File: src/core/blc_pkg.sv
package blc_pkg;

	// ****************************************************************
	// Frame patterns and check sequence
	// ****************************************************************
	localparam logic [7:0] BLC_FLAG = 8'h7e;
	localparam logic [7:0] BLC_MARK_CHAR = 8'hff;
	localparam logic [15:0] BLC_CRC_INIT = 16'hffff;
	localparam logic [15:0] BLC_CRC_POLY_REFL = 16'h8408;
	localparam logic [15:0] BLC_CRC_RESIDUE = 16'hf0b8;
	localparam logic [2:0] BLC_STUFF_RUN = 3'h5;
	localparam logic [2:0] BLC_PEND_RUN = 3'h6;
	localparam logic [2:0] BLC_ABORT_RUN = 3'h7;
	localparam logic [4:0] BLC_CHAR_LAST = 5'h07;
	localparam logic [4:0] BLC_FCS_LAST = 5'h0f;
	localparam logic [2:0] BLC_CHAR_BIT_LAST = 3'h7;

	// ****************************************************************
	// Receive delay line: flag bits already pushed, then the check field
	// ****************************************************************
	localparam int BLC_FLAG_DEPTH = 6;
	localparam int BLC_PIPE_DEPTH = 22;
	localparam logic [4:0] BLC_FLAG_DEPTH_C = 5'h06;
	localparam logic [4:0] BLC_PIPE_DEPTH_C = 5'h16;

	// ****************************************************************
	// Bit clock recovery in the 32x mode
	// ****************************************************************
	localparam logic [4:0] BLC_PH_LAST = 5'h1f;
	localparam logic [4:0] BLC_PH_MID = 5'h0f;

	// ****************************************************************
	// Register addresses and field positions
	// ****************************************************************
	localparam logic [2:0] BLC_ADDR_CTL = 3'h0;
	localparam logic [2:0] BLC_ADDR_STAT = 3'h1;
	localparam logic [2:0] BLC_ADDR_CAUSE = 3'h2;
	localparam logic [2:0] BLC_ADDR_DATA = 3'h3;
	localparam logic [7:0] BLC_CTL_RESET = 8'h00;
	localparam int BLC_CTL_SPARE = 0;
	localparam int BLC_CTL_TX_EN = 1;
	localparam int BLC_CTL_RX_EN = 2;
	localparam int BLC_CTL_ONLINE = 3;
	localparam int BLC_CTL_SEND = 4;
	localparam int BLC_CTL_CLOSE = 5;
	localparam int BLC_CTL_ABORT = 6;
	localparam int BLC_IRQ_RX_END = 7;
	localparam int BLC_IRQ_RX_ERR = 6;
	localparam int BLC_IRQ_TX_END = 5;
	localparam int BLC_IRQ_UNDER = 4;
	localparam int BLC_IRQ_MODEM = 3;
	localparam int BLC_ST_CRC_OK = 0;
	localparam int BLC_ST_IN_FRAME = 1;
	localparam int BLC_ST_ABORTED = 2;
	localparam int BLC_ST_OVERRUN = 3;
	localparam int BLC_ST_SPARE = 4;
	localparam logic [1:0] BLC_EDGE_ASSERT = 2'h1;
	localparam logic [1:0] BLC_EDGE_RELEASE = 2'h2;
	localparam logic [1:0] BLC_EDGE_BOTH = 2'h3;

	// ****************************************************************
	// Types
	// ****************************************************************
	typedef struct packed {
		logic cs_n;
		logic re_n;
		logic we_n;
		logic [2:0] addr;
		logic [7:0] data;
		logic close_n;
		logic tx_clk;
		logic rx_clk;
		logic rx_data;
		logic pll_1x;
		logic nrzi_n;
		logic spare;
		logic permit_n;
		logic online_n;
		logic bell_n;
		logic sense_n;
		logic [1:0] bell_sel;
		logic [1:0] sense_sel;
	} blc_pins_t;

	typedef enum logic [1:0] {TX_IDLE, TX_FLAG, TX_DATA, TX_FCS} blc_tx_state_t;

	// One bit of the reflected check: bit 0 holds the x^15 term.
	function automatic logic [15:0] blc_crc_step(input logic [15:0] crc, input logic bit_in);
		logic fb;
		fb = crc[0] ^ bit_in;
		blc_crc_step = {1'b0, crc[15:1]} ^ (fb ? BLC_CRC_POLY_REFL : 16'h0000);
	endfunction : blc_crc_step

endpackage : blc_pkg

File: src/core/blc_buf2.sv
`timescale 1ns/1ps
`default_nettype none
module blc_buf2
	import blc_pkg::*;
#(
	parameter int WIDTH = 8
)
(
	input wire logic clk_sys,
	input wire logic rstn,
	input wire logic in_valid,
	output logic in_ready,
	input wire logic [WIDTH-1:0] in_data,
	output logic out_valid,
	input wire logic out_ready,
	output logic [WIDTH-1:0] out_data
);

	typedef struct packed {
		logic [1:0][WIDTH-1:0] mem;
		logic wp;
		logic rp;
		logic [1:0] cnt;
	} blc_buf_state_t;

	blc_buf_state_t q;
	blc_buf_state_t n;
	logic push;
	logic pop;

	assign in_ready = (q.cnt != 2'h2);
	assign out_valid = (q.cnt != 2'h0);
	assign out_data = q.mem[q.rp];

	always_comb
	begin
		n = q;
		push = in_valid && in_ready;
		pop = out_valid && out_ready;
		if (push)
		begin
			n.mem[q.wp] = in_data;
			n.wp = ~q.wp;
		end
		if (pop)
			n.rp = ~q.rp;
		n.cnt = q.cnt + {1'b0, push} - {1'b0, pop};
	end

	always_ff @(posedge clk_sys or negedge rstn)
	begin
		if (!rstn)
			q <= '0;
		else
			q <= n;
	end

endmodule : blc_buf2
`default_nettype wire

File: src/core/blc_link_ctrl.sv
`timescale 1ns/1ps
`default_nettype none
module blc_link_ctrl
	import blc_pkg::*;
(
	input wire logic clk_sys,
	input wire logic rstn,
	input wire logic bus_cs_n,
	input wire logic bus_re_n,
	input wire logic bus_we_n,
	input wire logic [2:0] bus_addr,
	input wire logic [7:0] bus_d_in,
	output logic [7:0] bus_d_out,
	output logic bus_d_oe_n,
	input wire logic close_frame_in,
	output logic irq_out,
	output logic tx_hold_empty,
	output logic rx_hold_full,
	output logic line_tx_out,
	input wire logic tx_bit_clk,
	input wire logic rx_bit_clk,
	input wire logic line_rx_in,
	input wire logic pll_sel_in,
	input wire logic nrzi_sel_n,
	output logic spare_out,
	input wire logic spare_in,
	output logic host_online_out,
	output logic send_wish_out,
	input wire logic send_permit_in,
	input wire logic modem_online_in,
	input wire logic bell_signal_in,
	input wire logic line_sense_in,
	input wire logic [1:0] bell_irq_sel,
	input wire logic [1:0] sense_irq_sel
);

	// ****************************************************************
	// State
	// ****************************************************************
	typedef struct packed {
		blc_pins_t s1;
		blc_pins_t s2;
		logic txc_l;
		logic rxc_l;
		logic rxd_l;
		logic bell_l;
		logic sense_l;
		logic rd_act;
		logic wr_act;
		logic [2:0] acc_addr;
		logic [7:0] wr_data;
		logic [7:0] rd;
		logic [7:0] ctl;
		logic [7:0] cause;
		logic [7:0] hold;
		logic hold_full;
		logic close_req;
		logic abort_req;
		blc_tx_state_t tx_st;
		logic [7:0] tx_sh;
		logic [4:0] tx_cnt;
		logic [2:0] tx_ones;
		logic [15:0] tx_crc;
		logic [4:0] tx_ph;
		logic line;
		logic [4:0] rx_ph;
		logic rx_prev;
		logic [2:0] rx_ones;
		logic [BLC_PIPE_DEPTH-1:0] pipe;
		logic [4:0] pcnt;
		logic [15:0] rx_crc;
		logic [7:0] rx_ch;
		logic [2:0] rx_ccnt;
		logic in_frame;
		logic crc_ok;
		logic aborted;
		logic overrun;
	} blc_state_t;

	blc_state_t q;
	blc_state_t n;
	blc_pins_t pin_in;
	logic rd_on, wr_on, rd_end, wr_end, nrzi, tx_go;
	logic txc_rise, txc_fall, rxc_rise, tx_tick, rx_tick;
	logic stuff, bit_o, last, rawb, dbit, push, cbit;
	logic buf_push, buf_ready, buf_valid, buf_pop;
	logic [7:0] buf_in, buf_out, status;

	// Modem inputs are active low; the selector picks which change interrupts.
	function automatic logic edge_hit(input logic [1:0] sel, input logic prev, input logic cur);
		edge_hit = ((sel == BLC_EDGE_ASSERT || sel == BLC_EDGE_BOTH) && prev && !cur) ||
			((sel == BLC_EDGE_RELEASE || sel == BLC_EDGE_BOTH) && !prev && cur);
	endfunction : edge_hit

	assign pin_in = {bus_cs_n, bus_re_n, bus_we_n, bus_addr, bus_d_in, close_frame_in, tx_bit_clk,
		rx_bit_clk, line_rx_in, pll_sel_in, nrzi_sel_n, spare_in, send_permit_in, modem_online_in,
		bell_signal_in, line_sense_in, bell_irq_sel, sense_irq_sel};

	// ****************************************************************
	// Receive character buffer
	// ****************************************************************
	blc_buf2 #(
		.WIDTH(8)
	) u_rx_buf (
		.clk_sys(clk_sys),
		.rstn(rstn),
		.in_valid(buf_push),
		.in_ready(buf_ready),
		.in_data(buf_in),
		.out_valid(buf_valid),
		.out_ready(buf_pop),
		.out_data(buf_out)
	);

	always_comb
	begin
		n = q;
		n.s1 = pin_in;
		n.s2 = q.s1;
		n.txc_l = q.s2.tx_clk;
		n.rxc_l = q.s2.rx_clk;
		n.rxd_l = q.s2.rx_data;
		n.bell_l = q.s2.bell_n;
		n.sense_l = q.s2.sense_n;
		nrzi = !q.s2.nrzi_n;
		tx_go = q.ctl[BLC_CTL_TX_EN] && !q.s2.permit_n;
		status = {q.s2.sense_n, q.s2.online_n, q.s2.permit_n, q.s2.spare, q.overrun, q.aborted,
			q.in_frame, q.crc_ok};
		stuff = 1'b0;
		bit_o = 1'b1;
		last = 1'b0;
		rawb = q.s2.rx_data;
		dbit = 1'b0;
		push = 1'b0;
		cbit = q.pipe[BLC_PIPE_DEPTH-1];
		buf_push = 1'b0;
		buf_in = {cbit, q.rx_ch[7:1]};

		// ****************************************************************
		// Bit timing from the sampled link clocks
		// ****************************************************************
		txc_rise = !q.txc_l && q.s2.tx_clk;
		txc_fall = q.txc_l && !q.s2.tx_clk;
		rxc_rise = !q.rxc_l && q.s2.rx_clk;
		if (q.s2.pll_1x)
		begin
			tx_tick = txc_fall;
			rx_tick = rxc_rise;
		end
		else
		begin
			tx_tick = txc_rise && (q.tx_ph == BLC_PH_LAST);
			rx_tick = rxc_rise && (q.rx_ph == BLC_PH_MID);
			if (txc_rise)
				n.tx_ph = q.tx_ph + 5'h01;
			if (q.s2.rx_data != q.rxd_l)
				n.rx_ph = '0;
			else if (rxc_rise)
				n.rx_ph = q.rx_ph + 5'h01;
		end

		// ****************************************************************
		// Host strobes
		// ****************************************************************
		rd_on = !q.s2.cs_n && !q.s2.re_n;
		wr_on = !q.s2.cs_n && !q.s2.we_n;
		rd_end = q.rd_act && !rd_on;
		wr_end = q.wr_act && !wr_on;
		buf_pop = rd_end && (q.acc_addr == BLC_ADDR_DATA);
		n.rd_act = rd_on;
		n.wr_act = wr_on;
		if (rd_on || wr_on)
			n.acc_addr = q.s2.addr;
		if (wr_on)
			n.wr_data = ~q.s2.data;
		if (rd_on)
		begin
			case (q.s2.addr)
				BLC_ADDR_CTL: n.rd = q.ctl;
				BLC_ADDR_STAT: n.rd = status;
				BLC_ADDR_CAUSE: n.rd = q.cause;
				BLC_ADDR_DATA: n.rd = buf_out;
				default: n.rd = 8'h00;
			endcase
		end
		if (rd_end && q.acc_addr == BLC_ADDR_CAUSE)
			n.cause = q.cause & ~q.rd;
		if (!q.s2.close_n)
			n.close_req = 1'b1;

		// ****************************************************************
		// Transmitter
		// ****************************************************************
		if (tx_tick)
		begin
			stuff = (q.tx_st == TX_DATA || q.tx_st == TX_FCS || (q.tx_st == TX_FLAG && q.tx_cnt == 5'h00)) &&
				q.tx_ones == BLC_STUFF_RUN;
			bit_o = stuff ? 1'b0 : ((q.tx_st == TX_FCS) ? ~q.tx_crc[0] : q.tx_sh[0]);
			n.line = nrzi ? (bit_o ? q.line : ~q.line) : bit_o;
			if (stuff)
				n.tx_ones = '0;
			else
			begin
				if (q.tx_st == TX_DATA || q.tx_st == TX_FCS)
					n.tx_ones = bit_o ? q.tx_ones + 3'h1 : 3'h0;
				n.tx_sh = {1'b1, q.tx_sh[7:1]};
				if (q.tx_st == TX_DATA)
					n.tx_crc = blc_crc_step(q.tx_crc, bit_o);
				else if (q.tx_st == TX_FCS)
					n.tx_crc = {1'b0, q.tx_crc[15:1]};
				last = q.tx_cnt == ((q.tx_st == TX_FCS) ? BLC_FCS_LAST : BLC_CHAR_LAST);
				n.tx_cnt = last ? 5'h00 : q.tx_cnt + 5'h01;
			end
			if (last)
			begin
				case (q.tx_st)
					TX_IDLE:
					begin
						n.tx_st = tx_go ? TX_FLAG : TX_IDLE;
						n.tx_sh = tx_go ? BLC_FLAG : BLC_MARK_CHAR;
					end
					TX_FLAG:
					begin
						n.close_req = 1'b0;
						if (q.abort_req)
						begin
							n.abort_req = 1'b0;
							n.tx_sh = BLC_MARK_CHAR;
						end
						else if (q.hold_full && tx_go)
						begin
							n.tx_st = TX_DATA;
							n.tx_sh = q.hold;
							n.hold_full = 1'b0;
							n.tx_crc = BLC_CRC_INIT;
							n.tx_ones = '0;
						end
						else
						begin
							n.tx_st = tx_go ? TX_FLAG : TX_IDLE;
							n.tx_sh = tx_go ? BLC_FLAG : BLC_MARK_CHAR;
						end
					end
					TX_DATA:
					begin
						if (q.abort_req)
						begin
							n.abort_req = 1'b0;
							n.tx_st = TX_FLAG;
							n.tx_sh = BLC_MARK_CHAR;
						end
						else if (q.hold_full)
						begin
							n.tx_sh = q.hold;
							n.hold_full = 1'b0;
						end
						else if (q.close_req)
						begin
							n.close_req = 1'b0;
							n.tx_st = TX_FCS;
						end
						else
						begin
							n.cause[BLC_IRQ_UNDER] = 1'b1;
							n.tx_st = TX_FLAG;
							n.tx_sh = BLC_MARK_CHAR;
						end
					end
					TX_FCS:
					begin
						n.tx_st = TX_FLAG;
						n.tx_sh = BLC_FLAG;
						n.cause[BLC_IRQ_TX_END] = 1'b1;
					end
					default: n.tx_st = TX_IDLE;
				endcase
			end
		end

		// ****************************************************************
		// Receiver
		// ****************************************************************
		if (rx_tick)
		begin
			dbit = nrzi ? (rawb == q.rx_prev) : rawb;
			n.rx_prev = rawb;
			if (dbit)
			begin
				n.rx_ones = (q.rx_ones == BLC_ABORT_RUN) ? BLC_ABORT_RUN : q.rx_ones + 3'h1;
				push = q.rx_ones < BLC_STUFF_RUN;
				if (q.rx_ones == BLC_PEND_RUN)
				begin
					if (q.in_frame)
					begin
						n.cause[BLC_IRQ_RX_ERR] = 1'b1;
						n.aborted = 1'b1;
					end
					n.in_frame = 1'b0;
				end
			end
			else
			begin
				n.rx_ones = '0;
				push = q.rx_ones != BLC_STUFF_RUN && q.rx_ones != BLC_PEND_RUN;
				if (q.rx_ones == BLC_PEND_RUN)
				begin
					if (q.in_frame && q.pcnt == BLC_PIPE_DEPTH_C)
					begin
						n.crc_ok = q.rx_crc == BLC_CRC_RESIDUE;
						n.aborted = 1'b0;
						n.cause[BLC_IRQ_RX_END] = 1'b1;
						if (q.rx_crc != BLC_CRC_RESIDUE)
							n.cause[BLC_IRQ_RX_ERR] = 1'b1;
					end
					n.in_frame = q.ctl[BLC_CTL_RX_EN];
					n.rx_crc = BLC_CRC_INIT;
					n.pcnt = '0;
					n.rx_ccnt = '0;
				end
			end
			if (push)
			begin
				n.pipe = {q.pipe[BLC_PIPE_DEPTH-2:0], dbit};
				if (q.pcnt != BLC_PIPE_DEPTH_C)
					n.pcnt = q.pcnt + 5'h01;
				if (q.pcnt >= BLC_FLAG_DEPTH_C)
					n.rx_crc = blc_crc_step(q.rx_crc, q.pipe[BLC_FLAG_DEPTH-1]);
				if (q.pcnt == BLC_PIPE_DEPTH_C)
				begin
					n.rx_ch = buf_in;
					n.rx_ccnt = q.rx_ccnt + 3'h1;
					if (q.rx_ccnt == BLC_CHAR_BIT_LAST && q.in_frame)
					begin
						buf_push = 1'b1;
						if (!buf_ready)
						begin
							n.overrun = 1'b1;
							n.cause[BLC_IRQ_RX_ERR] = 1'b1;
						end
					end
				end
			end
		end

		// ****************************************************************
		// Modem change events and register writes
		// ****************************************************************
		if (edge_hit(q.s2.bell_sel, q.bell_l, q.s2.bell_n) ||
			edge_hit(q.s2.sense_sel, q.sense_l, q.s2.sense_n))
			n.cause[BLC_IRQ_MODEM] = 1'b1;
		if (wr_end)
		begin
			case (q.acc_addr)
				BLC_ADDR_CTL:
				begin
					n.ctl = q.wr_data & ~8'h60;
					if (q.wr_data[BLC_CTL_CLOSE])
						n.close_req = 1'b1;
					if (q.wr_data[BLC_CTL_ABORT])
						n.abort_req = 1'b1;
					if (!q.wr_data[BLC_CTL_RX_EN])
						n.in_frame = 1'b0;
				end
				BLC_ADDR_STAT: n.overrun = buf_push && !buf_ready;
				BLC_ADDR_DATA:
				begin
					n.hold = q.wr_data;
					n.hold_full = 1'b1;
				end
				default: n.hold_full = n.hold_full;
			endcase
		end
	end

	always_ff @(posedge clk_sys or negedge rstn)
	begin
		if (!rstn)
		begin
			q <= '0;
			q.s1 <= '1;
			q.s2 <= '1;
			q.txc_l <= 1'b1;
			q.rxc_l <= 1'b1;
			q.bell_l <= 1'b1;
			q.sense_l <= 1'b1;
			q.ctl <= BLC_CTL_RESET;
			q.tx_sh <= BLC_MARK_CHAR;
			q.line <= 1'b1;
		end
		else
			q <= n;
	end

	// ****************************************************************
	// Outputs
	// ****************************************************************
	assign bus_d_out = ~q.rd;
	assign bus_d_oe_n = ~q.rd_act;
	assign irq_out = |q.cause[7:3];
	assign tx_hold_empty = ~q.hold_full;
	assign rx_hold_full = buf_valid;
	assign line_tx_out = q.line;
	assign spare_out = q.ctl[BLC_CTL_SPARE];
	assign host_online_out = ~q.ctl[BLC_CTL_ONLINE];
	assign send_wish_out = ~q.ctl[BLC_CTL_SEND];

endmodule : blc_link_ctrl
`default_nettype wire

File: config.mk
export PLATFORM = sky130hd
export DESIGN_NAME = blc_link_ctrl
export DESIGN_NICKNAME = d
export VERILOG_FILES = /design/src/core/blc_pkg.sv /design/src/core/blc_buf2.sv /design/src/core/blc_link_ctrl.sv
export SDC_FILE = /design/constraint.sdc
export NUM_CORES = 1
export LEC_CHECK = 0
export BUFFER_PORTS_ARGS = -buffer_cell sky130_fd_sc_hd__buf_2
export CAP_MARGIN = 5
export CORE_AREA = 4 4 154 156
export DETAILED_ROUTE_END_ITERATION = 7
export DIE_AREA = 0 0 158 160
export GPL_TIMING_DRIVEN = 0
export PLACE_DENSITY = 0.72
export REMOVE_ABC_BUFFERS = 1
export SYNTH_ARGS = -nofsm -noshare
export SYNTH_HDL_FRONTEND = slang
export SYNTH_SLANG_ARGS = --single-unit
File: constraint.sdc
create_clock -name clk_sys -period 2.5 [get_ports clk_sys]
set_clock_uncertainty 0.1 [all_clocks]
set_input_delay 0.125 -clock clk_sys [delete_from_list [all_inputs] [get_ports clk_sys]]
set_output_delay 0.125 -clock clk_sys [all_outputs]
set_load 0.05 [all_outputs]
Yosys cells after proc, flatten, opt, wreduce, memory -nomap -nowiden
Cells that the tools add are included.
{"block": "word_totals", "ff_bits": 236, "input_bits": 31, "output_inout_bits": 16, "wordCells": 330}
{"block": "classes", "add_sub_neg": 9, "n_lt_le_gt_ge": 5, "n_eq_ne": 35, "n_mux": 111, "bitwise": 18, "n_reduce_logical": 74}
{"cell": "$mux 16", "n": 6}
{"cell": "$mux 19", "n": 4}
{"cell": "$mux 8", "n": 8}
{"cell": "$mux 1", "n": 54}
{"cell": "$mux 21", "n": 2}
{"cell": "$pmux 10 s4", "n": 1}
{"cell": "$mux 37", "n": 1}
{"cell": "$mux 32", "n": 1}
{"cell": "$pmux 8 s4", "n": 1}
{"cell": "$xor 15x16->16", "n": 2}
{"cell": "$logic_and 1x1->1", "n": 30}
{"cell": "$mux 13", "n": 2}
{"cell": "$mux 2", "n": 11}
{"cell": "$mux 3", "n": 7}
{"cell": "$add 5x1->5 const B", "n": 4}
{"cell": "$mux 10", "n": 2}
{"cell": "$mux 5", "n": 4}
{"cell": "$bwmux 16", "n": 1}
{"cell": "$eq 16x16->1 const B", "n": 1}
{"cell": "$ne 16x16->1 const B", "n": 1}
{"cell": "$not 8->8", "n": 2}
{"cell": "$logic_not 1->1", "n": 14}
{"cell": "$reduce_and 2->1", "n": 7}
{"cell": "$eq 2x2->1 const B", "n": 6}
{"cell": "35 further kinds", "n": 80}

Depth between registers and ports, before layout
{"block": "depth", "depth_word": 18, "mapped_depth": 11, "ltp_nobuf": 9}

Hierarchy
Synthesis repeated with hierarchy kept, for this count alone.
{"block": "unflattened", "hier_cells": 837, "area_unflattened_um2": 10019.6}
{"mod": "blc_link_ctrl", "n_inst": 1, "cells_each": 772, "area_per_inst_um2": 9100.0, "seq_area_each_um2": 5469.0}
{"mod": "blc_buf2", "n_inst": 1, "cells_each": 65, "area_per_inst_um2": 919.6, "seq_area_each_um2": 500.5}

Least setup slack after synthesis
No wires, ideal clock.
{"block": "synth_timing", "path_type": "flip-flop to flip-flop", "startpoint": "reg q[106] (netlist name)", "endpoint": "reg q[105] (netlist name)", "setup_ns": 0.125, "t_arrival_ns": 2.189, "required_time_ns": 2.275, "slack_ns": 0.087, "path_stages_with_launch": 9, "n_path_buf": 2, "synth_period_minus_slack_ns": 2.413, "path_cell_list": "dfrtp_1 ha_1 buf_2 xor2_1 or3_1 buf_2 nor3_4 o211ai_1 mux2_2"}
{"block": "synth_via", "elab_chain_len": 7, "elab_cells_between_ends": 16, "cone_classes": "eq/ne (6); mux (4); reduce/logical (6)"}
{"element": "start, declared", "line": "blc_link_ctrl.sv:80", "text": "blc_state_t q;"}
{"element": "start signal, assigned", "line": "blc_link_ctrl.sv:391", "text": "q <= n;"}
{"element": "parallel branches: the longest is 7 deep, another holds $eq 5x4->1"}
Several ways; the timed one is not identified. The select of a mux whose other input is x is not followed.
A chain may end at the register's enable or synchronous reset.

Worst setup path after layout
{"block": "layout_timing", "startpoint": "reg q[63] (netlist name)", "endpoint": "reg u_rx_buf.q[7] (netlist name)"}
{"block": "layout_via", "elab_chain_len": 5}
{"element": "$eq 5x4->1", "line": "blc_link_ctrl.sv:153", "text": "rx_tick = rxc_rise && (q.rx_ph == BLC_PH_MID);"}
{"element": "$logic_and 1x1->1", "line": "blc_link_ctrl.sv:153"}
{"element": "$mux 1", "line": "blc_link_ctrl.sv:145", "text": "if (q.s2.pll_1x)"}
{"element": "$mux 1", "line": "blc_link_ctrl.sv:283", "text": "if (rx_tick)"}
{"element": "$logic_and 1x1->1", "line": "blc_buf2.sv:38", "text": "push = in_valid && in_ready;"}
{"element": "end signal, assigned", "line": "blc_buf2.sv:55", "text": "q <= n;"}
{"element": "end, declared", "line": "blc_buf2.sv:26", "text": "blc_buf_state_t q;"}
Every way passes these cells.

==> impl_metrics.env <==
export IMPL_postSynth_asyncResetShare_pct=100.0
export IMPL_area_growth_pct=21.40
export IMPL_period_minus_slack_ns=2.491
export IMPL_final_max_slew_viol_count=0
export IMPL_cts_root_buf="clkbuf_16"
export IMPL_period_share_pct=99.63
export IMPL_p_per_area_nw_per_um2=837.0
export IMPL_required_ns=2.80
export IMPL_cp_end_kind="flip-flop"
export IMPL_yosysTopAreaCell="dfrtp_1"
export IMPL_arrival_ns=2.79
export IMPL_fin_util_pct=53.60
export IMPL_fill_cells=1799
export IMPL_overflow=0
export IMPL_worstHoldPathType="input pin to flip-flop"
export IMPL_diodes=0
export IMPL_routed_wl_um=19700
export IMPL_synth_cell_types=72
export IMPL_io_pins=47
export IMPL_ys_ff_latch=235
export IMPL_rows=55
export IMPL_die_h_um=160
export IMPL_antenna_found_initial=0
export IMPL_slew_headroom_pct=43.09
export IMPL_syn_area_um2=9874
export IMPL_clk_latency_ns=0.52
export IMPL_tightest_slew_ns=0.8515
export IMPL_cp_start_kind="flip-flop"
export IMPL_clkSinkCount=235
export IMPL_status="complete, no violations"
export IMPL_vdd_ir_drop_max_mv=0.7130
export IMPL_dieArea_um2=25280
export IMPL_crit_type="flip-flop to flip-flop"
export IMPL_dp_slack_ns=-1.039
export IMPL_leakagePower_uw=0.005270
export IMPL_vias=6502
export IMPL_avgViaCountPerCell=5.325
export IMPL_cts_made_buffers=25
export IMPL_setup_ws_ns=0.009146
export IMPL_whs_ns=0.1517
export IMPL_synth_common_cells="dfrtp_1 (164), nand2_1 (111), dfstp_2 (71), o21ai_0 (66), mux2_2 (60)"
export IMPL_htreeDepth=1
export IMPL_nets=969
export IMPL_synth_area_leaders="dfrtp_1 (42%), dfstp_2 (19%), mux2_2 (6.8%)"
export IMPL_clock_path_buffers=3
export IMPL_yosysTopAreaCellShare_pct=41.56
export IMPL_tritoncts="done"
export IMPL_grt_pass1_vias=6622
export IMPL_synthFlopType="dfrtp_1"
export IMPL_port_buffers=46
export IMPL_crit_path_max_fanout=8
export IMPL_coreArea_um2=22370
export IMPL_ant_nets=0
export IMPL_timing_fmax_mhz=401.5
export IMPL_setup_violations=0
export IMPL_synth_edf_count=0
export IMPL_place_hpwl_um=12150
export IMPL_grt_pass1_wl_um=33260
export IMPL_routedWlPerCell_um=16.13
export IMPL_dr_pass1_iters=6
export IMPL_drv_cap=0
export IMPL_postSynthCellCount=823
export IMPL_ys_seq_area_share_pct=60.45
export IMPL_gr_usage_all_layers_pct=15.76
export IMPL_yosysMostFrequentCell="dfrtp_1"
export IMPL_layout_drive_gt1_share_pct=32.80
export IMPL_die_w_um=158
export IMPL_start_util_pct=44.15
export IMPL_hold_violations=0
export IMPL_place_gp_congestion=0.8058
export IMPL_syn_avg_cell_area_um2=12.00
export IMPL_rsz0062_at_grt="yes"
export IMPL_clk_pin_slew_worst_paths_ns=0.06
export IMPL_drcViolationCount=0
export IMPL_ys_warnings_count=0
export IMPL_drtIter0Drc=314
export IMPL_grt_start_max_net_pins=120
## where the power goes
group | internal (µW) | total (µW) | leakage [µW] | switching [µW]
registers | 4370 | 4820 | 0.00291 | 445
clock network | 2250 | 3710 | 0.000430 | 1460
logic | 680 | 1510 | 0.00193 | 827
## logic make-up (layout without fill, tap and decap cells)
kind of cell	Yosys count	in the layout	synth area share [%]
AO/OA/AOI/OAI	149	151	9.693
XOR/XNOR	20	20	1.774
adder cells (fa/ha/maj)	21	21	2.661
buffers and inverters	65	176	2.686
flip-flops	235	235	60.45
multiplexers	84	84	10.44
AND/OR/NAND/NOR	249	249	12.29
## cell type report
class,count,area (µm²),area share [%]
Timing Repair Buffer,97,762.0,6.356
Sequential cell,235,5971,49.81
Inverter,33,123.9,1.033
Clock inverter,9,80.08,0.6680
Multi-Input combinational cell,525,3923,32.72
Clock buffer,37,772.0,6.440
Tap cell,285,356.6,2.975
## final timing paths
kind / startpoint / to / slack [ns] / cells past startpoint
max: q[63] / u_rx_buf.q[7] / 0.009 / 7
min: bus_d_in[0] / n[175] / 0.15 / 2
max reg2reg: q[63] / u_rx_buf.q[7] / 0.009 / 7
min reg2reg: n[165] / n[156] / 0.25 / 0
max in group asynchronous: rstn / q[19] / 1.07 / 3
min in group asynchronous: rstn / q[143] / 0.19 / 2
## metrics by stage
step / setup TNS [ns] / area [µm²] / total power, µW / std cells
final: 0 / 11990 / 10030 / 1221
after global routing: -1.012 / 11990 / 10570 / 1221
after CTS: 0 / 11780 / 10090 / 1214
after detailed placement: -53.33 / 10420 / 6221 / 1126
after global placement: -636.52 / 10320 / 6127 / 1122
after floorplan: -30.04 / 9733 / 5743 / 791
## routing by layer
layer  routed length [µm]  track usage [%]  vias up
met4                  410            3.839        0
met3                  584            2.385       35
met1                 8833            22.07     3298
met5                    0                0        -
met2                 9866            25.97       93
li1                     -                -     3076
## critical path, cell delays in order, from the launching register on
cell,delay [ns]
dfrtp_1,0.38
ha_2,0.21
and3_4,0.20
ha_4,0.17
nor2_4,0.04
nand3b_1,0.25
or4b_4,0.69
mux2_4,0.34
## repair_timing
action / in CTS / in global routing
gates resized for setup: 21 / 29
pin swaps: 5 / 9
cloned: 1 / 1
hold buffers: 30 / 0
endpoints found under the hold margin: 89 / 0
setup endpoints to repair: 110 / 78
buffers inserted: 11 / 6
## sequential cells by signal, summed over array words and instances (netlist names)
| register | count |
|---|---|
| line_tx_out | 1 |
| n | 33 |
| q | 171 |
| u_rx_buf.q | 20 |
| spare_out | 1 |
| rawb | 1 |
| buf_in | 8 |
## cells in the final DEF (no fill, tap or decap), types with 4 or more instances in the layout
master	instances
a21boi_0	4
a21oi_1	25
a22o_1	6
a31oi_1	5
buf_2	45
buf_4	15
clkbuf_16	26
clkbuf_8	8
clkinv_2	6
dfrtp_1	163
dfstp_2	71
dlygate4sd3_1	30
ha_1	15
ha_4	4
inv_1	31
mux2_2	52
mux2_4	16
mux2i_1	10
mux4_2	6
nand2_1	110
nand2b_1	4
nand3_1	27
nand3b_1	4
nand4_1	6
nor2_1	39
nor2b_1	8
nor3_1	8
o211ai_1	4
o21ai_0	65
o221a_2	6
o31ai_1	4
or2_2	5
xnor2_1	12
xor2_1	8
Power figures use the tool's default switching activity.
